===== src/lpmr_pkg.sv =====
// What this block does
// - Decode mode register addresses 11H to 15H.
// - Set mask bit suppresses that segment's self-refresh.
// - Segment is row-address bits 12:10, or upper three bits 13:11 in byte mode.
// - Separate segment mask kept for each channel.
// - Controller writes top two mask bits zero.
// - Low-byte register returns count bits 7:0.
// - High-byte register returns count bits 15:8.
// - Controller reads both bytes and concatenates.
// - Start-oscillator command clears both count bytes.
// - Controller may retune DQS from count.
// - Set invert bit inverts upper-byte pattern.
// - Upper-byte invert register resets to 55H.
// - Invert bits 0-3 DQ8-11, 4-7 DQ12-15.
// - Upper data mask line never inverted.
// - No bus inversion during read calibration.
package lpmr_pkg;
  // ************************************************
  // Mode register addresses
  // ************************************************
  localparam logic [5:0] MA_SEG_MASK = 6'h11;
  localparam logic [5:0] MA_OSC_LO = 6'h12;
  localparam logic [5:0] MA_OSC_HI = 6'h13;
  localparam logic [5:0] MA_UB_INV = 6'h14;
  localparam logic [5:0] MA_VENDOR = 6'h15;
  // ************************************************
  // Reset values and field layout
  // ************************************************
  localparam logic [7:0] SEG_MASK_RST = 8'h00;
  localparam logic [7:0] UB_INV_RST = 8'h55;
  localparam logic [7:0] RD_ZERO = 8'h00;
  localparam int SEG_BITS = 3;
  localparam int SEG_ROW_LSB = 10;
  localparam int SEG_ROW_LSB_BYTE = 11;
  localparam int OSC_W = 16;
  localparam logic [OSC_W-1:0] OSC_RST = 16'h0000;
  localparam logic [OSC_W-1:0] OSC_MAX = 16'hFFFF;
  localparam int DBI_LIMIT = 4;
  // ************************************************
  // Link commands
  // ************************************************
  typedef enum logic [1:0] {
    OP_MRW = 2'h0,
    OP_MRR = 2'h1,
    OP_OSC_START = 2'h2,
    OP_OSC_STOP = 2'h3
  } lpmr_op_t;
  // ************************************************
  // Controller APB registers
  // ************************************************
  localparam logic [11:0] A_CMD = 12'h000;
  localparam logic [11:0] A_STAT = 12'h004;
  localparam logic [11:0] A_RDATA = 12'h008;
  localparam logic [11:0] A_OSC = 12'h00C;
  localparam int CMD_DATA_LSB = 0;
  localparam int CMD_MA_LSB = 8;
  localparam int CMD_OP_LSB = 16;
  localparam int CMD_CH_BIT = 20;
  localparam int STAT_BUSY_BIT = 0;
  localparam int STAT_DONE_BIT = 1;
  // ************************************************
  // Timing
  // ************************************************
  localparam int CLK_PERIOD_NS = 20;
  localparam int LINK_PERIOD_NS = 160;
  localparam int LINK_HALF_CYC = LINK_PERIOD_NS / (2 * CLK_PERIOD_NS);
endpackage


===== src/lpmr_link_if.sv =====
`timescale 1ns/1ps
interface lpmr_link_if;
  logic lclk;
  logic cmd_valid;
  logic ch;
  logic [1:0] op;
  logic [5:0] ma;
  logic [7:0] wdata;
  logic rsp_tog;
  logic [7:0] rsp_data;
  modport ctrl (output lclk, output cmd_valid, output ch, output op, output ma, output wdata,
                input rsp_tog, input rsp_data);
  modport dram (input lclk, input cmd_valid, input ch, input op, input ma, input wdata,
                output rsp_tog, output rsp_data);
endinterface


===== src/lpmr_cal_lane.sv =====
`timescale 1ns/1ps
module lpmr_cal_lane
  import lpmr_pkg::*;
(
  // Clock and reset
  input wire logic i_clk,
  input wire logic i_rst_n,
  // Control
  input wire logic i_cal_active,
  input wire logic i_cal_bit,
  input wire logic [7:0] i_invert,
  input wire logic i_dbi_en,
  // Data
  input wire logic [7:0] i_data,
  output logic [7:0] o_dq_q,
  output logic o_dmi_q
);
  logic [3:0] ones;
  logic dbi_hit;

  always_comb begin
    ones = 4'h0;
    for (int i = 0; i < 8; i++) begin
      ones = ones + {3'h0, i_data[i]};
    end
    dbi_hit = i_dbi_en && (ones > 4'(DBI_LIMIT));
  end

  always_ff @(posedge i_clk or negedge i_rst_n) begin
    if (!i_rst_n) begin
      o_dq_q <= 8'h00;
      o_dmi_q <= 1'b0;
    end else if (i_cal_active) begin
      o_dq_q <= {8{i_cal_bit}} ^ i_invert;
      o_dmi_q <= i_cal_bit;
    end else begin
      o_dq_q <= dbi_hit ? ~i_data : i_data;
      o_dmi_q <= dbi_hit;
    end
  end
endmodule // lpmr_cal_lane


===== src/lpmr_dram_end.sv =====
`timescale 1ns/1ps
module lpmr_dram_end
  import lpmr_pkg::*;
#(
  parameter int N_CH = 2,
  parameter int ROW_W = 14
) (
  // Clock and reset
  input wire logic i_clk,
  input wire logic i_rst_n,
  // Link to controller
  lpmr_link_if.dram link,
  // Self-refresh row query
  input wire logic i_row_ch,
  input wire logic [ROW_W-1:0] i_row_addr,
  input wire logic i_byte_mode,
  output logic o_row_refresh_en,
  output logic [N_CH*8-1:0] o_seg_mask,
  // Read calibration upper byte
  input wire logic i_cal_active,
  input wire logic i_cal_bit,
  input wire logic i_dbi_en,
  input wire logic [7:0] i_rd_data,
  output logic [7:0] o_dq_upper,
  output logic o_dmi_upper,
  // Oscillator status
  output logic [OSC_W-1:0] o_osc_count,
  output logic o_osc_running
);
  // ************************************************
  // Parameter checks
  // ************************************************
  if (N_CH < 1 || N_CH > 2) begin : g_bad_ch
    $error("N_CH must be 1 or 2");
  end
  if (ROW_W < SEG_ROW_LSB_BYTE + SEG_BITS) begin : g_bad_row
    $error("ROW_W too small for segment bits");
  end

  // ************************************************
  // Link synchroniser
  // ************************************************
  localparam int LW = 19;
  logic [LW-1:0] link_raw;
  logic [LW-1:0] link_s1_q;
  logic [LW-1:0] link_s2_q;
  logic lclk_d_q;
  logic s_lclk;
  logic s_valid;
  logic s_ch;
  logic [1:0] s_op;
  logic [5:0] s_ma;
  logic [7:0] s_wdata;
  logic rise;
  logic fire;

  assign link_raw = {link.lclk, link.cmd_valid, link.ch, link.op, link.ma, link.wdata};
  assign {s_lclk, s_valid, s_ch, s_op, s_ma, s_wdata} = link_s2_q;

  always_ff @(posedge i_clk or negedge i_rst_n) begin
    if (!i_rst_n) begin
      link_s1_q <= '0;
      link_s2_q <= '0;
      lclk_d_q <= 1'b0;
    end else begin
      link_s1_q <= link_raw;
      link_s2_q <= link_s1_q;
      lclk_d_q <= s_lclk;
    end
  end

  assign rise = s_lclk && !lclk_d_q;
  assign fire = rise && s_valid;

  // ************************************************
  // Address decode
  // ************************************************
  logic wr_seg;
  logic wr_inv;
  logic do_rd;
  logic osc_start;
  logic osc_stop;

  always_comb begin
    wr_seg = 1'b0;
    wr_inv = 1'b0;
    do_rd = fire && (s_op == OP_MRR);
    osc_start = fire && (s_op == OP_OSC_START);
    osc_stop = fire && (s_op == OP_OSC_STOP);
    if (fire && s_op == OP_MRW && s_ma == MA_SEG_MASK) begin
      wr_seg = 1'b1;
    end else if (fire && s_op == OP_MRW && s_ma == MA_UB_INV) begin
      wr_inv = 1'b1;
    end
  end

  // ************************************************
  // Segment masks per channel
  // ************************************************
  logic [7:0] seg_mask_q [N_CH];

  for (genvar g = 0; g < N_CH; g++) begin : g_ch
    logic hit;
    assign hit = (N_CH == 1) || (s_ch == 1'(g));
    always_ff @(posedge i_clk or negedge i_rst_n) begin
      if (!i_rst_n) begin
        seg_mask_q[g] <= SEG_MASK_RST;
      end else if (wr_seg && hit) begin
        seg_mask_q[g] <= s_wdata;
      end
    end
    assign o_seg_mask[g*8 +: 8] = seg_mask_q[g];
  end

  // ************************************************
  // Row refresh decision
  // ************************************************
  logic [SEG_BITS-1:0] row_seg;
  logic [7:0] row_mask;
  logic row_refresh_en_q;

  always_comb begin
    row_seg = i_byte_mode ? i_row_addr[SEG_ROW_LSB_BYTE +: SEG_BITS] : i_row_addr[SEG_ROW_LSB +: SEG_BITS];
    row_mask = (i_row_ch && N_CH > 1) ? seg_mask_q[N_CH-1] : seg_mask_q[0];
  end

  always_ff @(posedge i_clk or negedge i_rst_n) begin
    if (!i_rst_n) begin
      row_refresh_en_q <= 1'b1;
    end else begin
      row_refresh_en_q <= !row_mask[row_seg];
    end
  end

  assign o_row_refresh_en = row_refresh_en_q;

  // ************************************************
  // Upper byte invert register
  // ************************************************
  logic [7:0] ub_inv_q;

  always_ff @(posedge i_clk or negedge i_rst_n) begin
    if (!i_rst_n) begin
      ub_inv_q <= UB_INV_RST;
    end else if (wr_inv) begin
      ub_inv_q <= s_wdata;
    end
  end

  // ************************************************
  // Interval oscillator count
  // ************************************************
  logic [OSC_W-1:0] osc_cnt_q;
  logic osc_run_q;

  always_ff @(posedge i_clk or negedge i_rst_n) begin
    if (!i_rst_n) begin
      osc_run_q <= 1'b0;
    end else if (osc_start) begin
      osc_run_q <= 1'b1;
    end else if (osc_stop) begin
      osc_run_q <= 1'b0;
    end
  end

  always_ff @(posedge i_clk or negedge i_rst_n) begin
    if (!i_rst_n) begin
      osc_cnt_q <= OSC_RST;
    end else if (osc_start) begin
      osc_cnt_q <= OSC_RST;
    end else if (rise && osc_run_q && osc_cnt_q != OSC_MAX) begin
      osc_cnt_q <= osc_cnt_q + 16'h0001;
    end
  end

  assign o_osc_count = osc_cnt_q;
  assign o_osc_running = osc_run_q;

  // ************************************************
  // Mode register read
  // ************************************************
  logic [7:0] rd_mux;
  logic rsp_tog_q;
  logic [7:0] rsp_data_q;

  always_comb begin
    if (s_ma == MA_OSC_LO) begin
      rd_mux = osc_cnt_q[7:0];
    end else if (s_ma == MA_OSC_HI) begin
      rd_mux = osc_cnt_q[15:8];
    end else if (s_ma == MA_VENDOR) begin
      rd_mux = RD_ZERO;
    end else begin
      rd_mux = RD_ZERO;
    end
  end

  always_ff @(posedge i_clk or negedge i_rst_n) begin
    if (!i_rst_n) begin
      rsp_tog_q <= 1'b0;
      rsp_data_q <= RD_ZERO;
    end else if (do_rd) begin
      rsp_data_q <= rd_mux;
      rsp_tog_q <= !rsp_tog_q;
    end
  end

  assign link.rsp_tog = rsp_tog_q;
  assign link.rsp_data = rsp_data_q;

  // ************************************************
  // Read calibration lane
  // ************************************************
  lpmr_cal_lane u_lane (
    .i_clk(i_clk),
    .i_rst_n(i_rst_n),
    .i_cal_active(i_cal_active),
    .i_cal_bit(i_cal_bit),
    .i_invert(ub_inv_q),
    .i_dbi_en(i_dbi_en),
    .i_data(i_rd_data),
    .o_dq_q(o_dq_upper),
    .o_dmi_q(o_dmi_upper)
  );
endmodule // lpmr_dram_end


===== src/flat_wrapper.sv =====
// flat-port wrapper written by rule: the top's interface ports become plain ports
module lpmr_dram_end_flat import lpmr_pkg::*;
#(
  parameter int N_CH = 2,
  parameter int ROW_W = 14
)
  (i_clk, i_rst_n, i_row_ch, i_row_addr, i_byte_mode, o_row_refresh_en, o_seg_mask, i_cal_active, i_cal_bit, i_dbi_en, i_rd_data, o_dq_upper, o_dmi_upper, o_osc_count, o_osc_running, link_lclk, link_cmd_valid, link_ch, link_op, link_ma, link_wdata, link_rsp_tog, link_rsp_data);
  lpmr_link_if link_i ();
  input wire logic i_clk;
  input wire logic i_rst_n;
  input wire logic i_row_ch;
  input wire logic [ROW_W-1:0] i_row_addr;
  input wire logic i_byte_mode;
  output logic o_row_refresh_en;
  output logic [N_CH*8-1:0] o_seg_mask;
  input wire logic i_cal_active;
  input wire logic i_cal_bit;
  input wire logic i_dbi_en;
  input wire logic [7:0] i_rd_data;
  output logic [7:0] o_dq_upper;
  output logic o_dmi_upper;
  output logic [OSC_W-1:0] o_osc_count;
  output logic o_osc_running;
  input wire logic [$bits(link_i.lclk)-1:0] link_lclk;
  input wire logic [$bits(link_i.cmd_valid)-1:0] link_cmd_valid;
  input wire logic [$bits(link_i.ch)-1:0] link_ch;
  input wire logic [$bits(link_i.op)-1:0] link_op;
  input wire logic [$bits(link_i.ma)-1:0] link_ma;
  input wire logic [$bits(link_i.wdata)-1:0] link_wdata;
  output wire logic [$bits(link_i.rsp_tog)-1:0] link_rsp_tog;
  output wire logic [$bits(link_i.rsp_data)-1:0] link_rsp_data;
  assign link_i.lclk = link_lclk;
  assign link_i.cmd_valid = link_cmd_valid;
  assign link_i.ch = link_ch;
  assign link_i.op = link_op;
  assign link_i.ma = link_ma;
  assign link_i.wdata = link_wdata;
  assign link_rsp_tog = link_i.rsp_tog;
  assign link_rsp_data = link_i.rsp_data;
  lpmr_dram_end #(.N_CH(N_CH), .ROW_W(ROW_W)) u_core (.i_clk(i_clk), .i_rst_n(i_rst_n), .link(link_i), .i_row_ch(i_row_ch), .i_row_addr(i_row_addr), .i_byte_mode(i_byte_mode), .o_row_refresh_en(o_row_refresh_en), .o_seg_mask(o_seg_mask), .i_cal_active(i_cal_active), .i_cal_bit(i_cal_bit), .i_dbi_en(i_dbi_en), .i_rd_data(i_rd_data), .o_dq_upper(o_dq_upper), .o_dmi_upper(o_dmi_upper), .o_osc_count(o_osc_count), .o_osc_running(o_osc_running));
endmodule

===== config.mk =====
export PLATFORM = sky130hd
export DESIGN_NAME = lpmr_dram_end_flat
export DESIGN_NICKNAME = d
export VERILOG_FILES = /design/src/lpmr_pkg.sv /design/src/lpmr_link_if.sv /design/src/lpmr_cal_lane.sv /design/src/lpmr_dram_end.sv /design/src/flat_wrapper.sv
export SDC_FILE = /design/constraint.sdc
export NUM_CORES = 1
export LEC_CHECK = 0
export BUFFER_PORTS_ARGS = -buffer_cell sky130_fd_sc_hd__buf_2
export CORE_AREA = 4 4 79 137
export CTS_CLUSTER_DIAMETER = 40
export DETAILED_ROUTE_END_ITERATION = 16
export DIE_AREA = 0 0 83 141
export PLACE_DENSITY_LB_ADDON = 0.25
export RECOVER_POWER = 100
export SLEW_MARGIN = 10
export SYNTH_ARGS = -nofsm -noshare
export SYNTH_HDL_FRONTEND = slang
export SYNTH_SLANG_ARGS = --single-unit

===== constraint.sdc =====
create_clock -name i_clk -period 4.5 [get_ports i_clk]
set_input_delay 1.125 -clock i_clk [delete_from_list [all_inputs] [get_ports i_clk]]
set_output_delay 1.125 -clock i_clk [all_outputs]
set_load 0.01 [all_outputs]

; Yosys cells after proc, flatten, opt, wreduce, memory -nomap -nowiden
; Cells that the tools add are included.
[totals]
reg_bits = 99
word_cells = 69
output_inout_bits = 52
[op_classes]
n_lt_le_gt_ge = 2
muxes = 16
n_eq_ne = 8
bitwise = 3
addsub = 8
reduce_logical = 19
[op_table]
columns = operator, n
row1 = 2-to-1 mux 8 bit, 5
row2 = 2-to-1 mux 16 bit, 2
row3 = == test 6 x 5 -> 1 bit (second input constant), 4
row4 = adder 16 x 1 -> 16 bit (second input constant), 1
row5 = adder 4 x 1 -> 4 bit, 4
row6 = != test 16 bit (second input constant), 1
row7 = logical AND 1 bit, 13
row8 = NOT 8 bit, 1
row9 = bitwise XOR 8 bit, 1
row10 = 2-to-1 mux 1 bit, 7
row11 = adder 3 x 1 -> 4 bit, 1
row12 = == test 2 bit (second input constant), 2
row13 = > comparator 4 x 3 -> 1 bit (second input constant), 1
row14 = < comparator 3 x 4 -> 1 bit (second input constant), 1
row15 = nonzero test 2 bit, 2
row16 = adder 2 x 1 -> 3 bit, 1
row17 = binary-select mux 1 bit (select 3 bit), 1
row18 = logical NOT 1 bit, 3
row19 = 2-to-1 mux 3 bit, 1
row20 = adder 1 x 1 -> 2 bit, 1
row21 = == test 2 x 1 -> 1 bit (second input constant), 1
row22 = logical NOT 2 bit, 1
row23 = NOT 1 bit, 1

; Longest topological paths before layout
; Gate-level depths: netlist (run 1).
[logic_depth]
depth_word = 11
mapped_depth = 12
mapped_depth_nobuf = 11

; Hierarchy
; Synthesis (run 1) repeated with hierarchy kept, for this count alone.
[unflattened]
cells_unflattened = 340
area_unflattened_um2 = 4350.4
[by_module_without_submodules]
columns = module, cells_each, instances, area_per_inst_um2, seq_area_each_um2
row1 = lpmr_dram_end, 259, 1, 3543.4, 2258.4
row2 = lpmr_cal_lane, 81, 1, 807.0, 225.2

; Least setup slack after synthesis (run 1)
; No wires, ideal clock.
[synth_timing]
path_type = in2reg
startpoint = in i_rd_data[0]
endpoint = reg u_core.u_lane.o_dq_q[6]
required_time_ns = 4.376
arrival_ns = 4.244
path_buffers = 1
path_slack_ns = 0.132
setup_ns = 0.124
stages = 12
cell_sequence = inv_1 -> fa_1 -> fa_1 -> fa_1 -> inv_1 -> ha_1 -> fa_1 -> nor2_1 -> o22ai_1 -> clkbuf_1 -> a211o_1 -> nand3_1
[synth_via]
elab_chain_len = 11
[synth_rtl]
columns = element, line_no
row1 = from (decl), flat_wrapper.sv:19  ; input wire logic [7:0] i_rd_data;
row2 = adder 1 x 1 -> 2 bit, lpmr_cal_lane.sv:24  ; ones = ones + {3'h0, i_data[i]};
row3 = adder 2 x 1 -> 3 bit, lpmr_cal_lane.sv:24
row4 = adder 3 x 1 -> 4 bit, lpmr_cal_lane.sv:24
row5 = adder 4 x 1 -> 4 bit (4 in a row), lpmr_cal_lane.sv:24
row6 = > comparator 4 x 3 -> 1 bit, lpmr_cal_lane.sv:26  ; dbi_hit = i_dbi_en && (ones > 4'(DBI_LIMIT));
row7 = logical AND 1 bit, lpmr_cal_lane.sv:26
row8 = 2-to-1 mux 8 bit, lpmr_cal_lane.sv:37  ; o_dq_q <= dbi_hit ? ~i_data : i_data;
row9 = 2-to-1 mux 8 bit, lpmr_cal_lane.sv:33  ; end else if (i_cal_active) begin
row10 = to (signal assigned), lpmr_cal_lane.sv:34  ; o_dq_q <= {8{i_cal_bit}} ^ i_invert;
row11 = to (signal assigned), lpmr_cal_lane.sv:37
row12 = to (decl), lpmr_cal_lane.sv:15  ; output logic [7:0] o_dq_q,
; No other way between the ends.
; A chain may end at the register's enable or synchronous reset.

; Worst setup path in the final report (run 1)
[layout_timing]
startpoint = in i_rd_data[0]
endpoint = reg u_core.u_lane.o_dq_q[0]
[layout_via]
elab_chain_len = 11
word_cells_on_any_way = 12
[layout_rtl]
columns = element, line_no
row1 = adder 1 x 1 -> 2 bit, lpmr_cal_lane.sv:24
row2 = adder 2 x 1 -> 3 bit, lpmr_cal_lane.sv:24
row3 = adder 3 x 1 -> 4 bit, lpmr_cal_lane.sv:24
row4 = adder 4 x 1 -> 4 bit (4 in a row), lpmr_cal_lane.sv:24
row5 = > comparator 4 x 3 -> 1 bit, lpmr_cal_lane.sv:26
row6 = logical AND 1 bit, lpmr_cal_lane.sv:26
row7 = 2-to-1 mux 8 bit *, lpmr_cal_lane.sv:37
row8 = 2-to-1 mux 8 bit *, lpmr_cal_lane.sv:33
; Every way passes the cells marked *; elsewhere a longest branch is shown, timed or not.

==> results of run 1 <==
[layout by cell type, fill, tap and decap left out, types with 9 or more instances in the layout]
| cell | instances |
|---|---|
| nor2_1 | 16 |
| o21ai_0 | 11 |
| nand3_1 | 25 |
| clkbuf_1 | 56 |
| inv_1 | 18 |
| buf_2 | 34 |
| dfrtp_1 | 94 |
| mux2_2 | 25 |
| clkbuf_16 | 9 |
| nand2_1 | 35 |
[synth_stat cells, drive strengths merged (3+ instances only)]
| cell | count | area share (%) |
|---|---|---|
| nor3 | 5 | 0.58 |
| mux2i | 8 | 1.9 |
| clkbuf | 11 | 0.96 |
| nand3 | 25 | 3.0 |
| dfstp | 5 | 3.1 |
| mux4 | 3 | 1.6 |
| inv | 18 | 1.6 |
| buf | 3 | 0.44 |
| a211o | 8 | 1.6 |
| mux2 | 25 | 6.6 |
| a21oi | 8 | 0.93 |
| and4 | 3 | 0.61 |
| nand2 | 35 | 3.1 |
| o31ai | 4 | 0.70 |
| a22oi | 8 | 1.4 |
| or4 | 5 | 0.87 |
| nand4 | 4 | 1.3 |
| and3b | 3 | 0.61 |
| nor4 | 5 | 1.0 |
| fa | 4 | 1.9 |
| a31oi | 5 | 0.73 |
| o21ai | 11 | 1.3 |
| xor2 | 8 | 1.6 |
| ha | 4 | 1.2 |
| dfrtp | 94 | 55 |
| nor2 | 16 | 1.4 |
| nand2b | 7 | 1.0 |
| o211ai | 3 | 0.52 |
[per-layer routing]
layer	up-vias	global-route usage, %	routed length, um	part of all wire, %
met5	-	0	0	0
met4	0	5.86	117	1.3
met3	8	4.27	440	4.8
met2	83	30.4	5180	56
met1	1457	18.3	3460	38
li1	1455	-	-	-
[state kept, by name (all words and copies together), names as in the netlist]
name	count
u_core.lclk_d_q	1
u_core.u_lane.o_dq_q	8
u_core.o_seg_mask	16
u_core.o_osc_count	16
u_core.o_osc_running	1
u_core.u_lane.o_dmi_q	1
u_core.link.rsp_tog	1
u_core.link_s2_q	19
u_core.o_row_refresh_en	1
u_core.link.rsp_data	8
u_core.link_s1_q	19
u_core.ub_inv_q	8
[final cells by class]
type	instances	area, um^2	area share, %
timing repair buffer	91	387	7.68
multi-input combinational	227	1650	32.8
tap	125	156	3.11
inverter	18	67.6	1.34
clock inverter	4	31.3	0.622
clock buffer	12	256	5.10
sequential	99	2480	49.4
[through the flow]
stage / worst slack (ps) / cells / instance area, um^2 / total power, mW
global route: 204 / 576 / 5030 / 2.06
global placement: 258 / 560 / 4850 / 1.26
finish: 434 / 576 / 5030 / 1.96
detailed placement: 188 / 560 / 4850 / 1.27
floorplan: 132 / 358 / 4290 / 1.15
CTS: 532 / 576 / 5140 / 2.01
[kinds of logic (layout without fill, tap and decap cells)]
kind of cell / after synthesis / after routing / synth area share (%)
xor+xnor: 10 / 10 / 2.04
mux: 36 / 36 / 10.0
flops: 99 / 99 / 57.9
buf+inv: 32 / 125 / 2.97
simple gates: 118 / 118 / 15.3
compound gates: 55 / 55 / 8.75
fa+ha+maj: 8 / 8 / 3.03
[worst max path at each step]
stage,end,slack [ps],cells after the start
after floorplan,u_core.u_lane.o_dq_q[6]$_DFF_PN0_,130,12
after global placement,u_core.u_lane.o_dq_q[0]$_DFF_PN0_,260,13
after detailed placement,u_core.u_lane.o_dq_q[0]$_DFF_PN0_,190,13
after CTS,u_core.u_lane.o_dq_q[0]$_DFF_PN0_,530,13
after global routing,u_core.u_lane.o_dq_q[3]$_DFF_PN0_,200,13
final,u_core.u_lane.o_dq_q[0]$_DFF_PN0_,430,13
[power groups by stage]
stage	Clock, mW	Sequential [mW]	Combinational, mW
3_5_place_dp	0	1.01	0.260
5_1_grt	0.791	0.996	0.278
3_3_place_gp	0	1.01	0.248
6_report	0.734	0.988	0.240
2_1_floorplan	0	1.02	0.134
4_1_cts	0.753	0.992	0.262
==> reports/summary.txt, run 1 <==
Fin util = 51.7%
Antenna cell count = 0
Hold crit path type = reg2reg
Outcome = complete, but fails checks
Top Family by Delay on Critical Path = adder cells
Pwr dens = 390 mW/mm^2
Switching share of power = 26.3%
Congestion Overflow GR = 0
Critical Path Max Stage Delay = 550 ps
Maximum vdd drop = 332 uV
Root buf cell = clkbuf_16
Layout cell share with drive strength beyond 1 = 19.1%
Fillers = 932
CP max FO = 17
Most used cell, CP = fa_1
Top_reg_cell synth = dfrtp_1
R2r worst-path depth = 4
Tightest Pin Transition = 1710 ps
Fin nets = 502
HPWL after DPL = 6860 um
Failing checks = max-capacitance violations, max-slew violations
Sw Pwr = 515 uW
Post-synthesis cell type count = 46
Num CTS Buffers = 9
Initial antenna violation count = 0
CTS-repair resized insts = 0
Die Width = 83 um
Cell row count = 48
Total Neg Setup Slack = 0 ps
Gate power share = 12.2%
Sequential share of power = 50.4%
Gr usage total = 16.6%
Fin. max-slew vios = 72
Worst skew pair latency = 340 ps
CP endpoint kind = register
Synthesized flop and latch total = 99
Global-route wire length before repair = 15300 um
Cell area after technology mapping = 0.00429 mm^2
Setup Fix Bufs, Post-CTS = 0
# IOs = 100
R2R Setup Slk = 2170 ps
DR pass1 iterations = 4
Syn Area/Cell = 12.0 um^2
CTS tree = built
Core Box Area = 0.00973 mm^2
GP Congestion = 0.931
Hold_buf cts = 0
Setup-failing EPs final = 0
DRT Wirelength = 9190 um
H-tree depth = 3
Maxcap violations = 2
Critical path cell sequence = clkbuf_1 > inv_1 > fa_1 > fa_1 > fa_1 > inv_1 > ha_1 > fa_1 > nor2_1 > o22ai_1 > clkbuf_2 > a211o_1 > nand3_1
P_leak = 2.30 nW
Synth-to-Final Area Change = 17.3%
Worst EP required = 4770 ps
Largest net degree at the start of global routing = 72
Die area = 0.0117 mm^2
Total number of vias = 3003
CP startpoint = i_rd_data[0]
Via density = 5.21
CP Data Arrival Time = 4330 ps
Critical path class = in2reg
Number of remaining DRC errors = 0
Initial Util = 44.1%
Crit path buf inv count = 4
Mapped Cells = 358
Final hold vios = 0
Final Skew = 5.71 ps
Clock transition at the registers of the reported paths = 60 ps
Clk network pwr share = 37.4%
Final period util = 90.4%
Hold depth = 0
Post-synth EDFFs = 0
Clock buffer depth = 2
Fraction of registers with async set/reset = 100%
Power Internal = 1.45 mW
R2r startpoint = u_core.link_s2_q[13]$_DFF_PN0_
Max Clk Rate = 246 MHz
Wire per inst = 16.0 um
RSZ-0062 raised after global routing = no
Port Buf Inserts = 89
Max_slew headroom = -14.2%
Hold Crit Start = u_core.link_s1_q[4]$_DFF_PN0_
Sequential fraction of the synthesis area = 57.9%
CTS sink count = 99
Fin Hold WS = 347 ps
Vias in the first global route = 3033
Startpoint types = input port
Hold EP = u_core.link_s2_q[4]$_DFF_PN0_
R2R Path End = u_core.link.rsp_data[7]$_DFFE_PN0P_
Antenna viol nets, final = 0
Post-layout min period = 4070 ps
Die height = 141 um
DR iter-0 viols = 79
YS warnings = 0
Syn nets = 414
Critical-path top delay cell = fa_1
Power figures use the tool's default switching activity.
==> run 2: changes to the inputs <==
Settings changed: CORE_AREA 4 4 79 137 to 4 4 72 124, DIE_AREA 0 0 83 141 to 0 0 76 128.
==> run 2 against run 1 <==
Effect of this change:
- the run still ends with max-capacitance violations, max-slew violations left
- combinational power hardly changed
- worst setup slack worse by 86 ps
- non-clock buffer count is 1 higher
- count of clock-buffer cells in the layout is 2 lower
- clock power is 6.5% higher
- hold slack better by 0.89 ps
- die area is 17% lower
- fmax is 2.1% lower
- routed wire length is 1.7% lower
- highest routed layer unchanged
==> reports/summary.txt, run 2 (synthesis results as in run 1) <==
RSZ-0062 raised after global routing = no
Clock buffer depth = 2 (unchanged)
Gate power share = 11.9% (-0.3 points)
Max_slew headroom = -71.9% (-58 points)
Gr usage total = 19.7% (+3.2 points)
Fin Hold WS = 348 ps (+0.885 ps)
Number of remaining DRC errors = 0 (unchanged)
# IOs = 100 (unchanged)
Fillers = 666 (-29%)
Fin. max-slew vios = 51 (-29%)
Switching share of power = 26.0% (-0.24 points)
Sw Pwr = 523 uW (+1.6%)
HPWL after DPL = 6730 um (-2.0%)
Critical path class = in2reg
Die area = 0.00973 mm^2 (-17%)
DR iter-0 viols = 130 (+65%)
Regs by FF count = u_core.link_s1_q x19, u_core.link_s2_q x19
Failing checks = max-capacitance violations, max-slew violations
Sequential share of power = 49.2% (-1.2 points)
Top Usage Layer GRT = met2
CTS tree = built
Startpoint types = input port
Largest net degree at the start of global routing = 51 (-29%)
H-tree depth = 3 (unchanged)
Initial antenna violation count = 0 (unchanged)
Multi-input combinational cell area = 0.00165 mm^2 (unchanged)
Pwr Total = 2.01 mW (+2.5%)
Wire per inst = 16.7 um (+4.5%)
Hold Crit Start = u_core.link_s1_q[11]$_DFF_PN0_
Place WS = 137 ps (-51.1 ps)
Final worst-path setup slack = 348 ps (-86.5 ps)
Port Buf Inserts = 89 (unchanged)
CTS-repair resized insts = 0 (unchanged)
Most frequent cells in the layout = dfrtp_1, clkbuf_1, nand2_1
P_leak = 2.32 nW (+0.61%)
Clock transition at the registers of the reported paths = 60 ps (about the same)
Layout cell share with drive strength beyond 1 = 19.5% (+0.40 points)
GP Congestion = 0.935 (+0.43%)
Hold_buf cts = 0 (unchanged)
CP Data Arrival Time = 4420 ps (+90 ps)
Fin util = 63.4% (+12 points)
Root buf cell = clkbuf_16
Die Width = 76 um (-8.4%)
Cell row count = 43 (-10%)
Outcome = complete, but fails checks
Met1 GRT Util = 21.7% (+3.4 points)
R2r startpoint = u_core.link_s2_q[13]$_DFF_PN0_
DRT Wirelength = 9030 um (-1.7%)
Worst skew pair latency = 340 ps (about the same)
Met2 usage = 35.6% (+5.2 points)
M3 GR Usage = 3.80% (-0.47 points)
Maxcap violations = 1 (-1)
Setup Fix Bufs, Post-CTS = 0 (unchanged)
Most common cell after layout, fill and taps aside = dfrtp_1
Sequential Area = 0.00248 mm^2 (unchanged)
Global-route wire length before repair = 15300 um (about the same)
Initial Util = 54.2% (+10 points)
Total number of vias = 3074 (+2.4%)
Clk network pwr share = 38.9% (+1.5 points)
Setup-failing EPs final = 0 (unchanged)
CP endpoint kind = register
Post-layout min period = 4150 ps (+86.5 ps)
Congestion Overflow GR = 0 (unchanged)
CTS sink count = 99 (unchanged)
Die height = 128 um (-9.2%)
Final period util = 92.3% (+1.9 points)
Final hold vios = 0 (unchanged)
DR pass1 iterations = 4 (unchanged)
Pwr dens = 401 mW/mm^2 (+2.9%)
CP startpoint = i_rd_data[0]
Max Clk Rate = 241 MHz (-2.1%)
Hold crit path type = reg2reg
CP max FO = 17 (unchanged)
Synth-to-Final Area Change = 16.9%
Antenna cell count = 0 (unchanged)
Worst EP required = 4770 ps (about the same)
Via density = 5.67 (+8.8%)
Vias in the first global route = 3137 (+3.4%)
Maximum vdd drop = 292 uV (-12%)
Antenna viol nets, final = 0 (unchanged)
Core Box Area = 0.00791 mm^2 (-19%)
Power Internal = 1.49 mW (+2.9%)
Tightest Pin Transition = 2580 ps (+866 ps)
Num CTS Buffers = 9 (unchanged)
Fin nets = 503 (+0.20%)
Total Neg Setup Slack = 0 ps (unchanged)
Final Skew = 6.51 ps (+0.797 ps)
-- run 2: cell types whose count changed in the layout (fill, tap and decap cells not counted), sizes merged --
| cell | before | now |
|---|---|---|
| bufinv | 0 | 1 |
| clkinv | 2 | 3 |
| clkbuf | 69 | 68 |
-- run 2: layout make-up --
class / instances / share of cell area (%)
clock inverter: 6 / 1.40
inverter: 18 / 1.35
tap: 90 / 2.25
sequential: 99 / 49.5
timing repair buffer: 92 / 7.81
clock buffer: 10 / 4.77
multi-input combinational: 227 / 32.9
-- run 2: worst max-delay path, stage by stage --
cell,delay [ps]
clkbuf_1,100
inv_1,80
fa_1,560
fa_1,450
fa_1,490
inv_1,50
ha_1,200
fa_1,380
xnor2_1,170
o22ai_1,90
clkbuf_2,260
a211o_1,340
nand3_1,100
-- run 2: metal layers --
metal,vias to the layer above,part of all wire (%)
li1,1454,-
met1,1495,36
met2,103,55
met3,22,5.4
met4,0,2.8
met5,-,0
-- run 2: power by group through the flow --
| stage | clock network (mW) | logic [mW] | registers (mW) |
|---|---|---|---|
| final | 0.782 | 0.239 | 0.990 |
| after global routing | 0.835 | 0.275 | 0.999 |
| after CTS | 0.800 | 0.260 | 0.995 |
| after detailed placement | 0 | 0.259 | 1.01 |
| after global placement | 0 | 0.249 | 1.01 |
| after floorplan | 0 | 0.134 | 1.02 |
-- run 2: worst paths after layout --
path / slack, ps / to / cells past startpoint
setup / recovery: 350 / u_core.u_lane.o_dq_q[4]$_DFF_PN0_ / 13
hold / removal: 350 / u_core.link_s2_q[11]$_DFF_PN0_ / 0
setup reg to reg: 2110 / u_core.link.rsp_data[3]$_DFFE_PN0P_ / 4
hold reg to reg: 350 / u_core.link_s2_q[11]$_DFF_PN0_ / 0
max in group asynchronous: 1090 / u_core.link_s1_q[13]$_DFF_PN0_ / 2
min in group asynchronous: 1590 / u_core.link.rsp_tog$_DFFE_PN0P_ / 1
-- run 2: through the flow --
stage               cell area, um^2  instances
floorplan                      4290        358
global placement               4810        526
detailed placement             4810        526
CTS                            5120        542
global route                   5010        542
finish                         5010        542
